File: src/logic/hw_config_consts.svh
`ifndef HW_CONFIG_CONSTS_SVH
`define HW_CONFIG_CONSTS_SVH
// Functional notes
// - Watchdog reset allow bit (lower byte bit 3) lets the watchdog reset when 1, blocks it when 0; default 1.
// - Data flash size field (lower byte bits 2-0) picks the partition, 000 reserved, 111 none by default.
// - Digital brownout level (upper byte bits 7-6) selects 4.5/4.2/2.7/2.5 V for 00..11, default 11.
// - Analog brownout level (upper byte bits 5-4) uses the same encodings, default 11.
// - Analog brownout off bit (upper byte bit 3) enables analog brownout reset at 0, disables at 1 (default).
// - Digital brownout off bit (upper byte bit 2) enables digital brownout reset at 0, disables at 1 (default).
// - Port zero select 0 makes port 0 the external bus with P3.6/P3.7 as strobes; 1 (default) is GPIO.
// - Ports two/three select 0 makes port 2 the external bus with P3.6/P3.7 strobes; 1 (default) is GPIO.
// - The upper byte at index 7Eh is writable only in programming mode and always readable.
// - Configuration bits are nonvolatile and change only in programming mode, over the programming path or the 94h window.
// - The 128 bytes are reached via an index register at 93h and a data register at 94h.
// - The lower byte sits at index 7Fh with watchdog bit 3 and flash size bits 2-0.
`define SFR_CONFIG_INDEX     8'h93
`define SFR_CONFIG_WINDOW    8'h94
`define CFG_UPPER_INDEX      7'h7e
`define CFG_LOWER_INDEX      7'h7f
`define CFG_ERASED_BYTE      8'hff
`define INDEX_RESET          8'h00
`define WINDOW_RESET         8'h00
`define LOWER_WDOG_BIT       3
`define LOWER_DFS_MSB        2
`define UPPER_DBL_MSB        7
`define UPPER_DBL_LSB        6
`define UPPER_ABL_MSB        5
`define UPPER_ABL_LSB        4
`define UPPER_AOFF_BIT       3
`define UPPER_DOFF_BIT       2
`define UPPER_P0_BIT         1
`define UPPER_P23_BIT        0
`endif

File: src/logic/hw_config_pkg.sv
package hw_config_pkg;
  typedef enum logic [1:0] {
    level_4v5 = 2'b00,
    level_4v2 = 2'b01,
    level_2v7 = 2'b10,
    level_2v5 = 2'b11
  } brownout_level_t;

  typedef enum logic [2:0] {
    dflash_reserved = 3'b000,
    dflash_32k      = 3'b001,
    dflash_16k      = 3'b010,
    dflash_8k       = 3'b011,
    dflash_4k       = 3'b100,
    dflash_2k       = 3'b101,
    dflash_1k       = 3'b110,
    dflash_none     = 3'b111
  } dflash_size_t;

  typedef struct packed {
    logic        wr;
    logic        rd;
    logic [7:0]  addr;
    logic [7:0]  wdata;
  } sfr_req_t;

  typedef struct packed {
    logic        wr;
    logic [6:0]  addr;
    logic [7:0]  wdata;
  } prog_req_t;

  typedef struct packed {
    logic            watchdog_reset_allow;
    dflash_size_t    data_flash_size_sel;
    logic            data_flash_reserved;
    brownout_level_t digital_brownout_level;
    brownout_level_t analog_brownout_level;
    logic            analog_brownout_reset_en;
    logic            digital_brownout_reset_en;
    logic            port_zero_ext_bus;
    logic            port_two_ext_bus;
    logic            p36_p37_strobes;
  } hw_ctrl_t;

  typedef struct packed {
    logic [7:0] config_byte_index_reg;
    logic [7:0] config_byte_window_reg;
    logic [7:0] rdata_reg;
    logic       rvalid_reg;
    hw_ctrl_t   ctrl_reg;
  } bank_state_t;
endpackage

File: src/logic/hw_config_byte_bank.sv
`include "hw_config_consts.svh"

module hw_config_byte_bank
  import hw_config_pkg::*;
#(
  parameter int NUM_BYTES = 128
)
(
  // Clock and reset
  input  wire logic     clk,
  input  wire logic     rst_b,
  // Mode
  input  wire logic     user_application_mode,
  // Core special-function register access
  input  wire sfr_req_t sfr_req,
  output logic [7:0]    sfr_rdata,
  output logic          sfr_rvalid,
  // Serial or parallel programming path
  input  wire prog_req_t prog_req,
  // Decoded configuration controls
  output hw_ctrl_t      hw_ctrl
);

  // Nonvolatile array: survives reset and starts out as erased flash
  logic [7:0]  cfg_mem [NUM_BYTES] = '{default: `CFG_ERASED_BYTE};

  // Registered state and its next value
  bank_state_t st_reg;
  bank_state_t st_next;

  // Address decode of the core access
  logic        hit_index;
  logic        hit_window;
  logic        index_write;
  logic        window_write;
  logic        index_read;
  logic        window_read;

  // Array write port, shared by both paths
  logic        prog_write;
  logic        core_cfg_write;
  logic        mem_write;
  logic [6:0]  mem_addr;
  logic [7:0]  mem_wdata;

  // Array read side
  logic [6:0]  sel_index;
  logic [7:0]  sel_byte;
  logic [7:0]  read_mux;
  logic [7:0]  lower_byte;
  logic [7:0]  upper_byte;
  hw_ctrl_t    ctrl_decoded;

  // Controls sit at erased defaults while reset is held, so a fresh part starts safe
  localparam hw_ctrl_t ctrl_erased = '{
    watchdog_reset_allow:      1'b1,
    data_flash_size_sel:       dflash_none,
    data_flash_reserved:       1'b0,
    digital_brownout_level:    level_2v5,
    analog_brownout_level:     level_2v5,
    analog_brownout_reset_en:  1'b0,
    digital_brownout_reset_en: 1'b0,
    port_zero_ext_bus:         1'b0,
    port_two_ext_bus:          1'b0,
    p36_p37_strobes:           1'b0
  };

  localparam bank_state_t state_reset = '{
    config_byte_index_reg:  `INDEX_RESET,
    config_byte_window_reg: `WINDOW_RESET,
    rdata_reg:              8'h00,
    rvalid_reg:             1'b0,
    ctrl_reg:               ctrl_erased
  };

  // Shared by both supply monitors, which use the same threshold codes
  function automatic brownout_level_t level_of(
    input logic [1:0] code
  );
    brownout_level_t lvl;

    case (code)
      2'b00:
      begin
        lvl = level_4v5;
      end
      2'b01:
      begin
        lvl = level_4v2;
      end
      2'b10:
      begin
        lvl = level_2v7;
      end
      default:
      begin
        lvl = level_2v5;
      end
    endcase
    return lvl;
  endfunction

  // Reserved code 000 is passed through but flagged so users can catch it
  function automatic dflash_size_t flash_size_of(
    input logic [2:0] code
  );
    dflash_size_t sz;

    case (code)
      3'b000:
      begin
        sz = dflash_reserved;
      end
      3'b001:
      begin
        sz = dflash_32k;
      end
      3'b010:
      begin
        sz = dflash_16k;
      end
      3'b011:
      begin
        sz = dflash_8k;
      end
      3'b100:
      begin
        sz = dflash_4k;
      end
      3'b101:
      begin
        sz = dflash_2k;
      end
      3'b110:
      begin
        sz = dflash_1k;
      end
      default:
      begin
        sz = dflash_none;
      end
    endcase
    return sz;
  endfunction

  // Turns the two hardware bytes into the control levels the chip acts on
  function automatic hw_ctrl_t decode_ctrl(
    input logic [7:0] upper,
    input logic [7:0] lower
  );
    hw_ctrl_t c;

    c.watchdog_reset_allow = lower[`LOWER_WDOG_BIT];
    c.data_flash_size_sel =
      flash_size_of(lower[`LOWER_DFS_MSB:0]);
    c.data_flash_reserved =
      (lower[`LOWER_DFS_MSB:0] == dflash_reserved);
    c.digital_brownout_level =
      level_of(upper[`UPPER_DBL_MSB:`UPPER_DBL_LSB]);
    c.analog_brownout_level =
      level_of(upper[`UPPER_ABL_MSB:`UPPER_ABL_LSB]);
    // The off bits read as enables, so the active sense is flipped here
    c.analog_brownout_reset_en = !upper[`UPPER_AOFF_BIT];
    c.digital_brownout_reset_en = !upper[`UPPER_DOFF_BIT];
    c.port_zero_ext_bus = !upper[`UPPER_P0_BIT];
    c.port_two_ext_bus = !upper[`UPPER_P23_BIT];
    // Either bus mode takes over P3.6/P3.7 as write/read strobes
    c.p36_p37_strobes =
      !upper[`UPPER_P0_BIT] || !upper[`UPPER_P23_BIT];
    return c;
  endfunction

  // Core address decode
  always_comb
  begin
    hit_index  = 1'b0;
    hit_window = 1'b0;
    if (sfr_req.addr == `SFR_CONFIG_INDEX)
    begin
      hit_index = 1'b1;
    end
    else if (sfr_req.addr == `SFR_CONFIG_WINDOW)
    begin
      hit_window = 1'b1;
    end
    else
    begin
      hit_index  = 1'b0;
      hit_window = 1'b0;
    end
  end

  assign index_write  = sfr_req.wr && hit_index;
  assign index_read   = sfr_req.rd && hit_index;
  assign window_read  = sfr_req.rd && hit_window;
  // User mode leaves the window write on the floor
  assign window_write = sfr_req.wr && hit_window && !user_application_mode;

  // Only programming mode may alter the array, whichever path asks
  assign prog_write     = prog_req.wr && !user_application_mode;
  assign core_cfg_write = window_write;

  // Write port select: the programming path wins a same-cycle clash with the core
  always_comb
  begin
    mem_write = 1'b0;
    mem_addr  = 7'h00;
    mem_wdata = 8'h00;
    if (prog_write)
    begin
      mem_write = 1'b1;
      mem_addr  = prog_req.addr;
      mem_wdata = prog_req.wdata;
    end
    else if (core_cfg_write)
    begin
      mem_write = 1'b1;
      mem_addr  = sel_index;
      mem_wdata = sfr_req.wdata;
    end
    else
    begin
      mem_write = 1'b0;
    end
  end

  // Array has no reset on purpose: the bytes model flash contents
  always @(posedge clk)
  begin
    if (mem_write)
    begin
      cfg_mem[mem_addr] <= mem_wdata;
    end
  end

  // Index bit 7 is kept in the register but ignored for the 128-entry select
  assign sel_index  = st_reg.config_byte_index_reg[6:0];
  assign sel_byte   = cfg_mem[sel_index];
  assign lower_byte = cfg_mem[`CFG_LOWER_INDEX];
  assign upper_byte = cfg_mem[`CFG_UPPER_INDEX];

  // Read data select; unmapped addresses read as zero
  always_comb
  begin
    if (index_read)
    begin
      read_mux = st_reg.config_byte_index_reg;
    end
    else if (window_read)
    begin
      read_mux = sel_byte;
    end
    else
    begin
      read_mux = 8'h00;
    end
  end

  // Decode is registered below, so the control outputs come from flip-flops
  always_comb
  begin
    ctrl_decoded = decode_ctrl(upper_byte, lower_byte);
  end

  // Next state
  always_comb
  begin
    st_next = st_reg;
    if (index_write)
    begin
      st_next.config_byte_index_reg = sfr_req.wdata;
    end
    if (window_write)
    begin
      st_next.config_byte_window_reg = sfr_req.wdata;
    end
    if (sfr_req.rd)
    begin
      st_next.rvalid_reg = 1'b1;
      st_next.rdata_reg  = read_mux;
    end
    else
    begin
      st_next.rvalid_reg = 1'b0;
    end
    // Controls follow the array one register stage later
    st_next.ctrl_reg = ctrl_decoded;
  end

  always_ff @(posedge clk or negedge rst_b)
  begin
    if (!rst_b)
    begin
      // Constants only; the array keeps its bytes through reset
      st_reg <= state_reset;
    end
    else
    begin
      st_reg <= st_next;
    end
  end

  // Outputs come straight from the state flip-flops
  assign sfr_rdata  = st_reg.rdata_reg;
  assign sfr_rvalid = st_reg.rvalid_reg;
  assign hw_ctrl    = st_reg.ctrl_reg;

endmodule

File: config.mk
export PLATFORM = sky130hd
export DESIGN_NAME = hw_config_byte_bank
export DESIGN_NICKNAME = d
export VERILOG_FILES = /design/src/logic/hw_config_pkg.sv /design/src/logic/hw_config_byte_bank.sv
export VERILOG_INCLUDE_DIRS = /design/src /design/src/logic
export SDC_FILE = /design/constraint.sdc
export NUM_CORES = 1
export LEC_CHECK = 0
export BUFFER_PORTS_ARGS = -buffer_cell sky130_fd_sc_hd__buf_2
export CORE_MARGIN = 2
export CORE_UTILIZATION = 45
export CTS_CLUSTER_DIAMETER = 200
export DETAILED_ROUTE_END_ITERATION = 12
export REMOVE_ABC_BUFFERS = 1
export SYNTH_ARGS = -nofsm -noshare
export SYNTH_HDL_FRONTEND = slang
export SYNTH_SLANG_ARGS = --single-unit
File: constraint.sdc
create_clock -name clk -period 6.2 [get_ports clk]
set_clock_uncertainty 0.1 [all_clocks]
set_input_delay 1.24 -clock clk [delete_from_list [all_inputs] [get_ports clk]]
set_output_delay 1.24 -clock clk [all_outputs]
set_load 0.005 [all_outputs]
[Yosys cells after proc, flatten, opt, wreduce, memory -nomap -nowiden]
Memory sizes are Yosys's and may differ from the RTL's.
Cells that the tools add are included.
Word-level totals
  memories: 1
  flip-flop bits (word level): 31
  bits in writable memories: 1024
Memories
  cfg_mem: words 128, width 8, rd ports 3, clocked after Yosys merged registers in 0, write ports 1, RTL line hw_config_byte_bank.sv:25  | logic [7:0] cfg_mem [NUM_BYTES] = '{default: `CFG_ERASED_BYTE};
Cells by class
  reduce and logical (&&, ||, !) cells: 15
  mux-type cells: 17
  eq/ne operators: 12
Operators by type and width (count)
  $mux W8: 4
  $pmux W3 S7: 1
  $eq A8 B8 Y1 const B: 2
  $mux W7: 2
  $pmux W2 S3: 2
  $eq A3 B3 Y1 const B: 3
  $mux W1: 8
  $eq A3 B2 Y1 const B: 2
  $logic_and A1 B1 Y1: 6
  $logic_not A1 Y1: 5
  $eq A2 B1 Y1 const B: 2
  $eq A2 B2 Y1 const B: 2
  $logic_not A2 Y1: 2
  $eq A3 B1 Y1 const B: 1
  $logic_not A3 Y1: 1
  $logic_or A1 B1 Y1: 1

[Longest topological paths before layout]
Gate-level depths: netlist (run 1).
  word-level depth: 9
  mapped depth: 12

[Worst setup path after synthesis (run 1)]
Ideal clock, no wire load.
  path type: input -> register
  start point: input sfr_req[13] in the netlist's numbering
  end point: memory cfg_mem[0][0] (data pin)
  stages on the path: 4
  data arrival time: 3998 ps
  data required time: 5568 ps
  library setup time: 532 ps
  path slack: 1569 ps
  path through: or4b_4 > nor4_4 > buf_6 > a22o_1
On the way
  longest elaborated chain between the ends: 7
  elaborated cells between the ends (all ways): 8
  classes of those cells: eq/ne: 2; mux: 4; reduce/logical: 2
Ends and longest elaborated chain
  start: declaration: RTL line hw_config_byte_bank.sv:15  | input wire sfr_req_t sfr_req,
  $eq A8 B8 Y1 (no line)
  $mux W1: RTL line hw_config_byte_bank.sv:182  | else if (sfr_req.addr == `SFR_CONFIG_WINDOW)
  $mux W1 *: RTL line hw_config_byte_bank.sv:178  | if (sfr_req.addr == `SFR_CONFIG_INDEX)
  $logic_and A1 B1 Y1 * (2 in series): RTL line hw_config_byte_bank.sv:197  | assign window_write = sfr_req.wr && hit_window && !user_application_mode;
  $mux W8 *: RTL line hw_config_byte_bank.sv:215  | else if (core_cfg_write)
  $mux W8 *: RTL line hw_config_byte_bank.sv:209  | if (prog_write)
  via mem_wdata[0]: RTL line hw_config_byte_bank.sv:44  | logic [7:0] mem_wdata;
  end: declaration: RTL line hw_config_byte_bank.sv:25
Mark *: on every way through the listed nets, which the timed path passes. The rest lies on a longest branch.

[Worst setup path after layout (run 1)]
  start point: input prog_req[15] in the netlist's numbering
  end point: memory cfg_mem[18][1], enable pin
On the way
  longest elaborated chain between the ends: 4
  elaborated cells between the ends (all ways): 5
  classes of those cells: mux: 4; reduce/logical: 1
Ends and longest elaborated chain
  start: declaration: RTL line hw_config_byte_bank.sv:19  | input wire prog_req_t prog_req,
  $logic_and A1 B1 Y1 *: RTL line hw_config_byte_bank.sv:200  | assign prog_write = prog_req.wr && !user_application_mode;
  $mux W1: RTL line hw_config_byte_bank.sv:209
  $mux W1: RTL line hw_config_byte_bank.sv:230  | if (mem_write)
  $mux W1 (implied by the code): RTL line hw_config_byte_bank.sv:232  | cfg_mem[mem_addr] <= mem_wdata;
Mark *: on every way between the ends. The rest lies on a longest branch, timed or not.

==> results of run 1 <==
## layer usage
metal / up-vias / part of all wire (%) / global-route usage, %
met3: 154 / 9.4 / 5.33
met4: 10 / 2.5 / 6.53
met5: - / 0.056 / 0
li1: 8563 / - / -
met2: 1094 / 46 / 34.1
met1: 11000 / 42 / 32.9
## per-stage QoR
| stage | setup TNS, ps | std cells | setup slack (ps) |
|---|---|---|---|
| 2_1_floorplan | -6632900 | 1901 | -6750 |
| 3_3_place_gp | 0 | 3184 | 1320 |
| 3_5_place_dp | 0 | 3184 | 1180 |
| 4_1_cts | 0 | 3372 | 1900 |
| 5_1_grt | 0 | 3372 | 1610 |
| 6_report | 0 | 3372 | 1810 |
## worst max-delay path by stage
stage | slack [ps] | startpoint | end | cells past startpoint
floorplan | -6750 | sel_index[0]$_DFFE_PN0P_ | sfr_rdata[5]$_DFFE_PN0P_ | 6
global placement | 1320 | sfr_req[13] | cfg_mem[56][4]$_DFFE_PP_ | 7
detailed placement | 1180 | prog_req[15] | cfg_mem[18][1]$_DFFE_PP_ | 7
CTS | 1900 | sel_index[1]$_DFFE_PN0P_ | cfg_mem[18][7]$_DFFE_PP_ | 5
global route | 1610 | prog_req[15] | cfg_mem[18][1]$_DFFE_PP_ | 7
finish | 1810 | prog_req[15] | cfg_mem[18][1]$_DFFE_PP_ | 7
## kinds of logic (layout without fill, tap and decap cells)
group | Yosys count | after routing
compound gates | 232 | 232
buf+inv | 146 | 293
flops | 1055 | 1055
mux | 313 | 313
simple gates | 293 | 293
## layout by cell type, fill, tap and decap left out, drive strengths merged, types with 3 or more instances in the layout
cell     netlist  layout
inv            5      10
a22oi         85      85
edfxtp      1024    1024
a211oi        14      14
dfstp          8       8
a221oi        16      16
nor2b         10      10
nand2         54      54
and3           8       8
or2            6       6
a22o          31      31
clkinv         3      47
nor3          18      18
o2111ai        4       4
and2           3       3
o22ai         14      14
o21ai         15      15
nand3b         3       3
buf           89      97
clkbuf        49     129
bufinv         0       9
a21oi         30      30
nand4         10      10
mux4         211     211
a31oi          8       8
nor2         140     140
nor4           3       3
nand2b         7       7
nand3         24      24
mux2           9       9
dfrtp         23      23
mux2i         93      93
## cell usage after synthesis, drive strengths merged, types with 8 or more instances
| master | number |
|---|---|
| nor2 | 140 |
| mux2 | 9 |
| nor3 | 18 |
| a31oi | 8 |
| o21ai | 15 |
| and3 | 8 |
| o22ai | 14 |
| nor2b | 10 |
| dfstp | 8 |
| a22oi | 85 |
| nand3 | 24 |
| edfxtp | 1024 |
| a211oi | 14 |
| a21oi | 30 |
| nand2 | 54 |
| nand4 | 10 |
| a22o | 31 |
| dfrtp | 23 |
| mux4 | 211 |
| buf | 89 |
| mux2i | 93 |
| a221oi | 16 |
| clkbuf | 49 |
## where the power goes
group	internal [mW]	total (mW)	leakage [nW]	switching, mW
combinational	0.191	0.602	2.71	0.410
sequential	7.81	7.84	9.57	0.0256
clock	3.41	6.05	1.58	2.64
## layout make-up
| type | count | area share [%] |
|---|---|---|
| timing repair buffer | 97 | 1.56 |
| clock inverter | 59 | 1.26 |
| clock buffer | 129 | 5.76 |
| tap | 1186 | 3.22 |
| multi-input combinational | 838 | 19.6 |
| sequential | 1055 | 68.5 |
| inverter | 8 | 0.0652 |
==> results by group, run 1 <==
STA
  • Max-Slew Margin vs Limit: approximately 28%
  • Post-route minimum period: approximately 4400 ps
  • Final setup vio count: 0
  • Hold_ws: approximately 300 ps
  • Slew @ Worst Pin: around 1100 ps
  • Fin crit share: 70.8%
  • Max Slew Vio Count: 0
  • Max Fclk: around 230 MHz
  • Final Hold Fails: 0
  • RSZ-0062 raised after global routing: false

Worst hold path
  • End of the worst hold path: hw_ctrl[7]$_DFF_PN1_
  • WHS Path Cells: 0
  • Hold WC Path Type: register to register
  • Hold_sp: cfg_mem[126][6]$_DFFE_PP_

Job
  • Maximum capacitance violations: 0

Yosys
  • Simple-Gate Fraction of Synth Area: under 10%
  • EDFF count, synth: between 1000 and 1500
  • Top cells by area, synth: edfxtp_1 74%, mux4_2 11%, mux2i_1 2.2%, a22oi_1 1.5%, dfrtp_1 1.4%
  • Adder-Cell Fraction of Synth Area: 0%
  • Synthesized area: about 0.041 mm^2
  • Synth Instances: 2039
  • Syn Area/Cell: a little over 20 um^2
  • Count of cell types in the netlist: 62
  • Post-synth ARST share: between 2 and 3%
  • Number of synthesis warnings: 0
  • Main combinational cell family by area after synthesis: multiplexers
  • Ys flop type: edfxtp_1
  • Register area share after synthesis: around 76%
  • Post-synthesis compound-gate area fraction: between 4 and 5%
  • Top-area cell type share of the netlist area: between 70% and 80%
  • Dominant cell type by area after synthesis: edfxtp_1
  • #FFs+latches synth: 1055
  • Xor/xnor share of the synthesized area: 0%
  • Post-synthesis mux area share: 14.1%

Floorplanning
  • DIE WIDTH: between 300 and 400 um
  • Die Y: around 300 um
  • Rows: 111
  • Core ar.: ~0.091 mm^2
  • IO Pins: 60
  • Initial core utilization: a little under half
  • Full die area: 0.0945 mm^2

Setup path
  • Family with the most delay on the worst path: simple AND/OR/NAND/NOR gates
  • Critical Path, Cell by Cell: buf_2 -> nor2b_2 -> buf_4 -> nand2_1 -> o21ai_0 -> nand2_2 -> nor2_1
  • CP peak stage delay: 840 ps
  • CP bufs+invs: 2
  • Slowest CP cell: nor2_1
  • Setup CP Type: input pin to register
  • Worst setup EP type: register
  • Reg-to-reg startpoint: sel_index[1]$_DFFE_PN0P_
  • CP required: between 6000 and 7000 ps
  • CP Launch Type: input pin
  • Critical path arrival: approximately 4600 ps
  • Flop2flop setup slack: roughly 1900 ps
  • FF-to-FF End: cfg_mem[18][1]$_DFFE_PP_
  • Register-to-Register Path Depth: 5
  • CP Max Fanout: 16

Detailed routing
  • Routed Antenna Nets: 0
  • 1st-iter DRT viols: 2672
  • Drc violations: 0
  • Vias: approximately 21000
  • Routed vias/inst: between 6 and 7
  • Final WL: 106000 um
  • Drt pass-1 iters: 5
  • Routed len/inst: between 30 and 40 um

Final layout
  • Filler Cell Count: roughly 7300
  • Design area: approximately 0.046 mm^2
  • Share of layout cells above drive strength 1: 22.7%
  • Area Overhead vs Synth: 11.2%
  • Max reg flops: about 1000
  • Area occupied by registers: around 0.032 mm^2
  • Final core utilization: approximately half
  • Diode count: 0
  • Footprint of the multi-input gates: roughly 0.0090 mm^2
  • Nets@finish: between 2000 and 2500
  • Top reg by flops: cfg_mem

CTS
  • Cts hold-fix bufs: 0
  • Worst skew pair latency: between 600 and 700 ps
  • CTS resizes: 0
  • CTS Root Cell: clkbuf_16
  • Clock sinks: 1055
  • TritonCTS clock tree: done
  • H-tree depth: 3
  • Clk pin slew, worst setup/hold paths: 60 ps
  • CTS buffer count: 100
  • Clock buffer depth: 3
  • Number of setup buffers added after CTS: 0

GRT
  • Gr usage total: 22.6%
  • First-pass GRT wire length: around 150000 um
  • Initial antenna violation count: 5
  • Grt ovf: 0
  • Pin count of the biggest net entering global routing: approximately 120
  • Vias in the first global route: 20700

Placed design
  • Placed Area: 0.0428 mm^2
  • Detail Placement HPWL: between 60000 and 70000 um
  • Number of I/O port buffers: slightly below 60
  • GPL Wtd Cong: 0.866

Pwr
  • Power per cell area: between 300 and 400 mW/mm^2
  • Max VDD drop: about 220 uV
  • Lkg Pwr: 13.9 nW
  • Tot Pwr: ~14 mW

Run status
  • Outcome: complete, no violations
(Power assumes the default switching activity.)
==> inputs of run 2 (changes only) <==
--- a/config.mk
+++ b/config.mk
@@ -6,6 +6,7 @@
 export SDC_FILE = /design/constraint.sdc
 export NUM_CORES = 1
 export LEC_CHECK = 0
+export ABC_AREA = 1
 export BUFFER_PORTS_ARGS = -buffer_cell sky130_fd_sc_hd__buf_2
 export CORE_MARGIN = 2
 export CORE_UTILIZATION = 45
==> constraint.sdc (replaced) <==
create_clock -name clk -period 4.05 [get_ports clk]
set_clock_uncertainty 0.1 [all_clocks]
set_input_delay 0.81 -clock clk [delete_from_list [all_inputs] [get_ports clk]]
set_output_delay 0.81 -clock clk [all_outputs]
set_load 0.005 [all_outputs]
==> results by group, run 2 <==
Yosys
  • Syn Area/Cell: 11.4 um^2 (-44%)
  • Ys flop type: edfxtp_1
  • #FFs+latches synth: 1055 (unchanged)
  • Top-area cell type share of the netlist area: 70.8% (-3.4 points)
  • Most common cell in the netlist: nand2_1
  • Number of synthesis warnings: 0 (unchanged)
  • Count of cell types in the netlist: 26 (-58%)
  • Synthesized area: 0.0434 mm^2 (+4.8%)
  • Top cells by area, synth: edfxtp_1 71%, nand2_1 11%, nand3_1 9.8%, nor2_1 2.1%, dfrtp_1 1.3%
  • Register area share after synthesis: 72.6% (-3.5 points)
  • Synth Instances: 3799 (+86%)
  • Commonest cells in the netlist: 1230 x nand2_1, 1024 x edfxtp_1, 848 x nand3_1, 245 x nor2_1, 113 x buf_2
  • Dominant cell type by area after synthesis: edfxtp_1
  • EDFF count, synth: 1024 (unchanged)
  • Post-synth ARST share: 2.94% (unchanged)

CTS
  • Number of setup buffers added after CTS: 0 (unchanged)
  • CTS buffer count: 103 (+3.0%)
  • H-tree depth: 3 (unchanged)
  • Worst skew pair latency: 680 ps (about the same)
  • CTS Root Cell: clkbuf_16
  • Cts hold-fix bufs: 0 (unchanged)
  • TritonCTS clock tree: done
  • Clock sinks: 1055 (unchanged)
  • Clock buffer depth: 3 (unchanged)
  • CTS resizes: 0 (unchanged)
  • Clk pin slew, worst setup/hold paths: 60 ps (about the same)

Floorplanning
  • Core ar.: 0.0953 mm^2 (+4.3%)
  • DIE WIDTH: 315 um (+2.4%)
  • Die Y: 315 um (+2.4%)
  • IO Pins: 60 (unchanged)
  • Full die area: 0.0990 mm^2 (+4.8%)
  • Initial core utilization: 45.6% (+0.25 points)
  • Rows: 113 (+1.8%)

Detailed routing
  • Routed len/inst: 22.8 um (-28%)
  • Routed vias/inst: 5.53 (-10%)
  • Routed Antenna Nets: 0 (unchanged)
  • Drt pass-1 iters: 5 (unchanged)
  • Final WL: 118000 um (+11%)
  • 1st-iter DRT viols: 3276 (+23%)
  • Vias: 28600 (+37%)
  • Drc violations: 0 (unchanged)

STA
  • Post-route minimum period: 3420 ps
  • RSZ-0062 raised after global routing: false
  • Max Fclk: just under 300 MHz
  • Max-Slew Margin vs Limit: 36.8% (+9.3 points)
  • Final Hold Fails: 0 (unchanged)
  • Fin crit share: approximately 84%
  • Setup TNS Final: 0 ps (unchanged)
  • Final setup vio count: 0 (unchanged)
  • Max Slew Vio Count: 0 (unchanged)
  • Hold_ws: 147 ps (-160 ps)
  • Slew @ Worst Pin: 948 ps (-135 ps)

Placed design
  • Detail Placement HPWL: 69700 um (+9.9%)
  • Post-placement cell count: 4976 (+56%)
  • Number of I/O port buffers: 59 (unchanged)
  • Placed Area: 0.0455 mm^2 (+6.2%)
  • GPL Wtd Cong: 0.868 (+0.24%)

Run status
  • Outcome: complete, no violations

Setup path
  • Critical path arrival: 3610 ps (-970 ps)
  • CP Max Fanout: 8 (-8)
  • CP Launch Type: input pin
  • Worst setup EP type: register
  • CP required: 4240 ps (-2150 ps)
  • Setup CP Type: input pin to register

Final layout
  • Max reg flops: 1024 (unchanged)
  • Share of layout cells above drive strength 1: 9.35% (-13 points)
  • Area Overhead vs Synth: 12.7%
  • Most common cell after layout, fill and taps aside: nand2_1
  • Design area: 0.0489 mm^2 (+6.3%)
  • Non-Filler Instances: 5167 (+53%)
  • Nets@finish: 3853 (+80%)
  • Top reg by flops: cfg_mem
  • Commonest non-fill, non-tap cells in the layout: 1230 x nand2_1, 1024 x edfxtp_1, 848 x nand3_1, 245 x nor2_1, 108 x clkbuf_16
  • Diode count: 0 (unchanged)

Job
  • Maximum capacitance violations: 0 (unchanged)

Pwr
  • Lkg Pwr: 18.4 nW (+33%)
  • Tot Pwr: 23.1 mW (+59%)
  • Power per cell area: 472 mW/mm^2 (+50%)
  • Max VDD drop: 469 uV (+120%)

GRT
  • Gr usage total: 23.8% (+1.2 points)
  • Grt ovf: 0 (unchanged)
  • First-pass GRT wire length: 176000 um (+16%)
  • Pin count of the biggest net entering global routing: 137 (+10%)
  • Initial antenna violation count: 0 (-5)
  • Vias in the first global route: 27800 (+34%)

Worst hold path
  • Hold WC Path Type: input pin to async pin
run 2: cell count changes after synthesis, moves of 44 or more:
cell	change
nand2_1	+1176
nand3_1	+824
mux4_2	-197
nor2_1	+106
mux2i_1	-93
buf_2	+87
a22oi_1	-85
inv_1	+65
buf_1	+44
run 2: cell families after synthesis:
| kind of cell | share of synthesized area, % |
|---|---|
| AOI/OAI and AO/OA | 0.954 |
| buffers and inverters | 3.55 |
| DFF | 72.6 |
| muxes | 0.208 |
| and+or+nand+nor | 22.6 |
run 2: worst paths after layout:
check,from,cells after the start,to,slack (ps)
max in group asynchronous,rst_b,1,sel_index[1]$_DFFE_PN0P_,3070
setup reg to reg,sel_index[6]$_DFFE_PN0P_,6,cfg_mem[84][7]$_DFFE_PP_,780
setup / recovery,sfr_req[13],10,cfg_mem[14][1]$_DFFE_PP_,630
hold reg to reg,cfg_mem[127][3]$_DFFE_PP_,0,hw_ctrl[13]$_DFF_PN1_,290
min in group clk,sfr_req[16],1,sfr_rvalid$_DFF_PN0_,210
hold / removal,rst_b,1,sfr_rvalid$_DFF_PN0_,150
run 2: worst max-delay path, cell delays in order:
cell      delay (ps)
buf_2            100
nor2_1           100
nand3_1          100
nor2_1           180
nand3b_2         270
nor2_1           190
nand2_1           90
a21oi_1          600
nand2_1          500
nor2_1           670
run 2: final cells by class:
class                   instances  area, um^2
clock buffers                 134        2810
clock inverters                57         663
fillers                      8326       46300
inverters                      76         303
multi-input cells            2407       10400
flip-flops and latches       1055       31500
well taps                    1265        1580
repair buffers                173        1610
run 2: power breakdown:
part	switching (mW)	total, mW	internal (mW)
Combinational	0.966	1.30	0.330
Sequential	0.0256	12.0	11.9
Clock	4.04	9.83	5.79
Total	5.03	23.1	18.1
run 2: metrics by stage:
step | setup WS [ps] | util [%]
CTS | 744 | 51.4
global route | 466 | 51.4
finish | 635 | 51.4
global placement | 120 | 47.7
detailed placement | 52.1 | 47.7
floorplan | -17190 | -
run 2: metal layers:
layer / wire length, um / up-vias / global-route usage, %
met5: 0 / - / 0
met3: 10700 / 173 / 3.89
li1: - / 13200 / -
met1: 49800 / 13900 / 34.4
met4: 2860 / 0 / 7.23
met2: 54300 / 1305 / 37.0
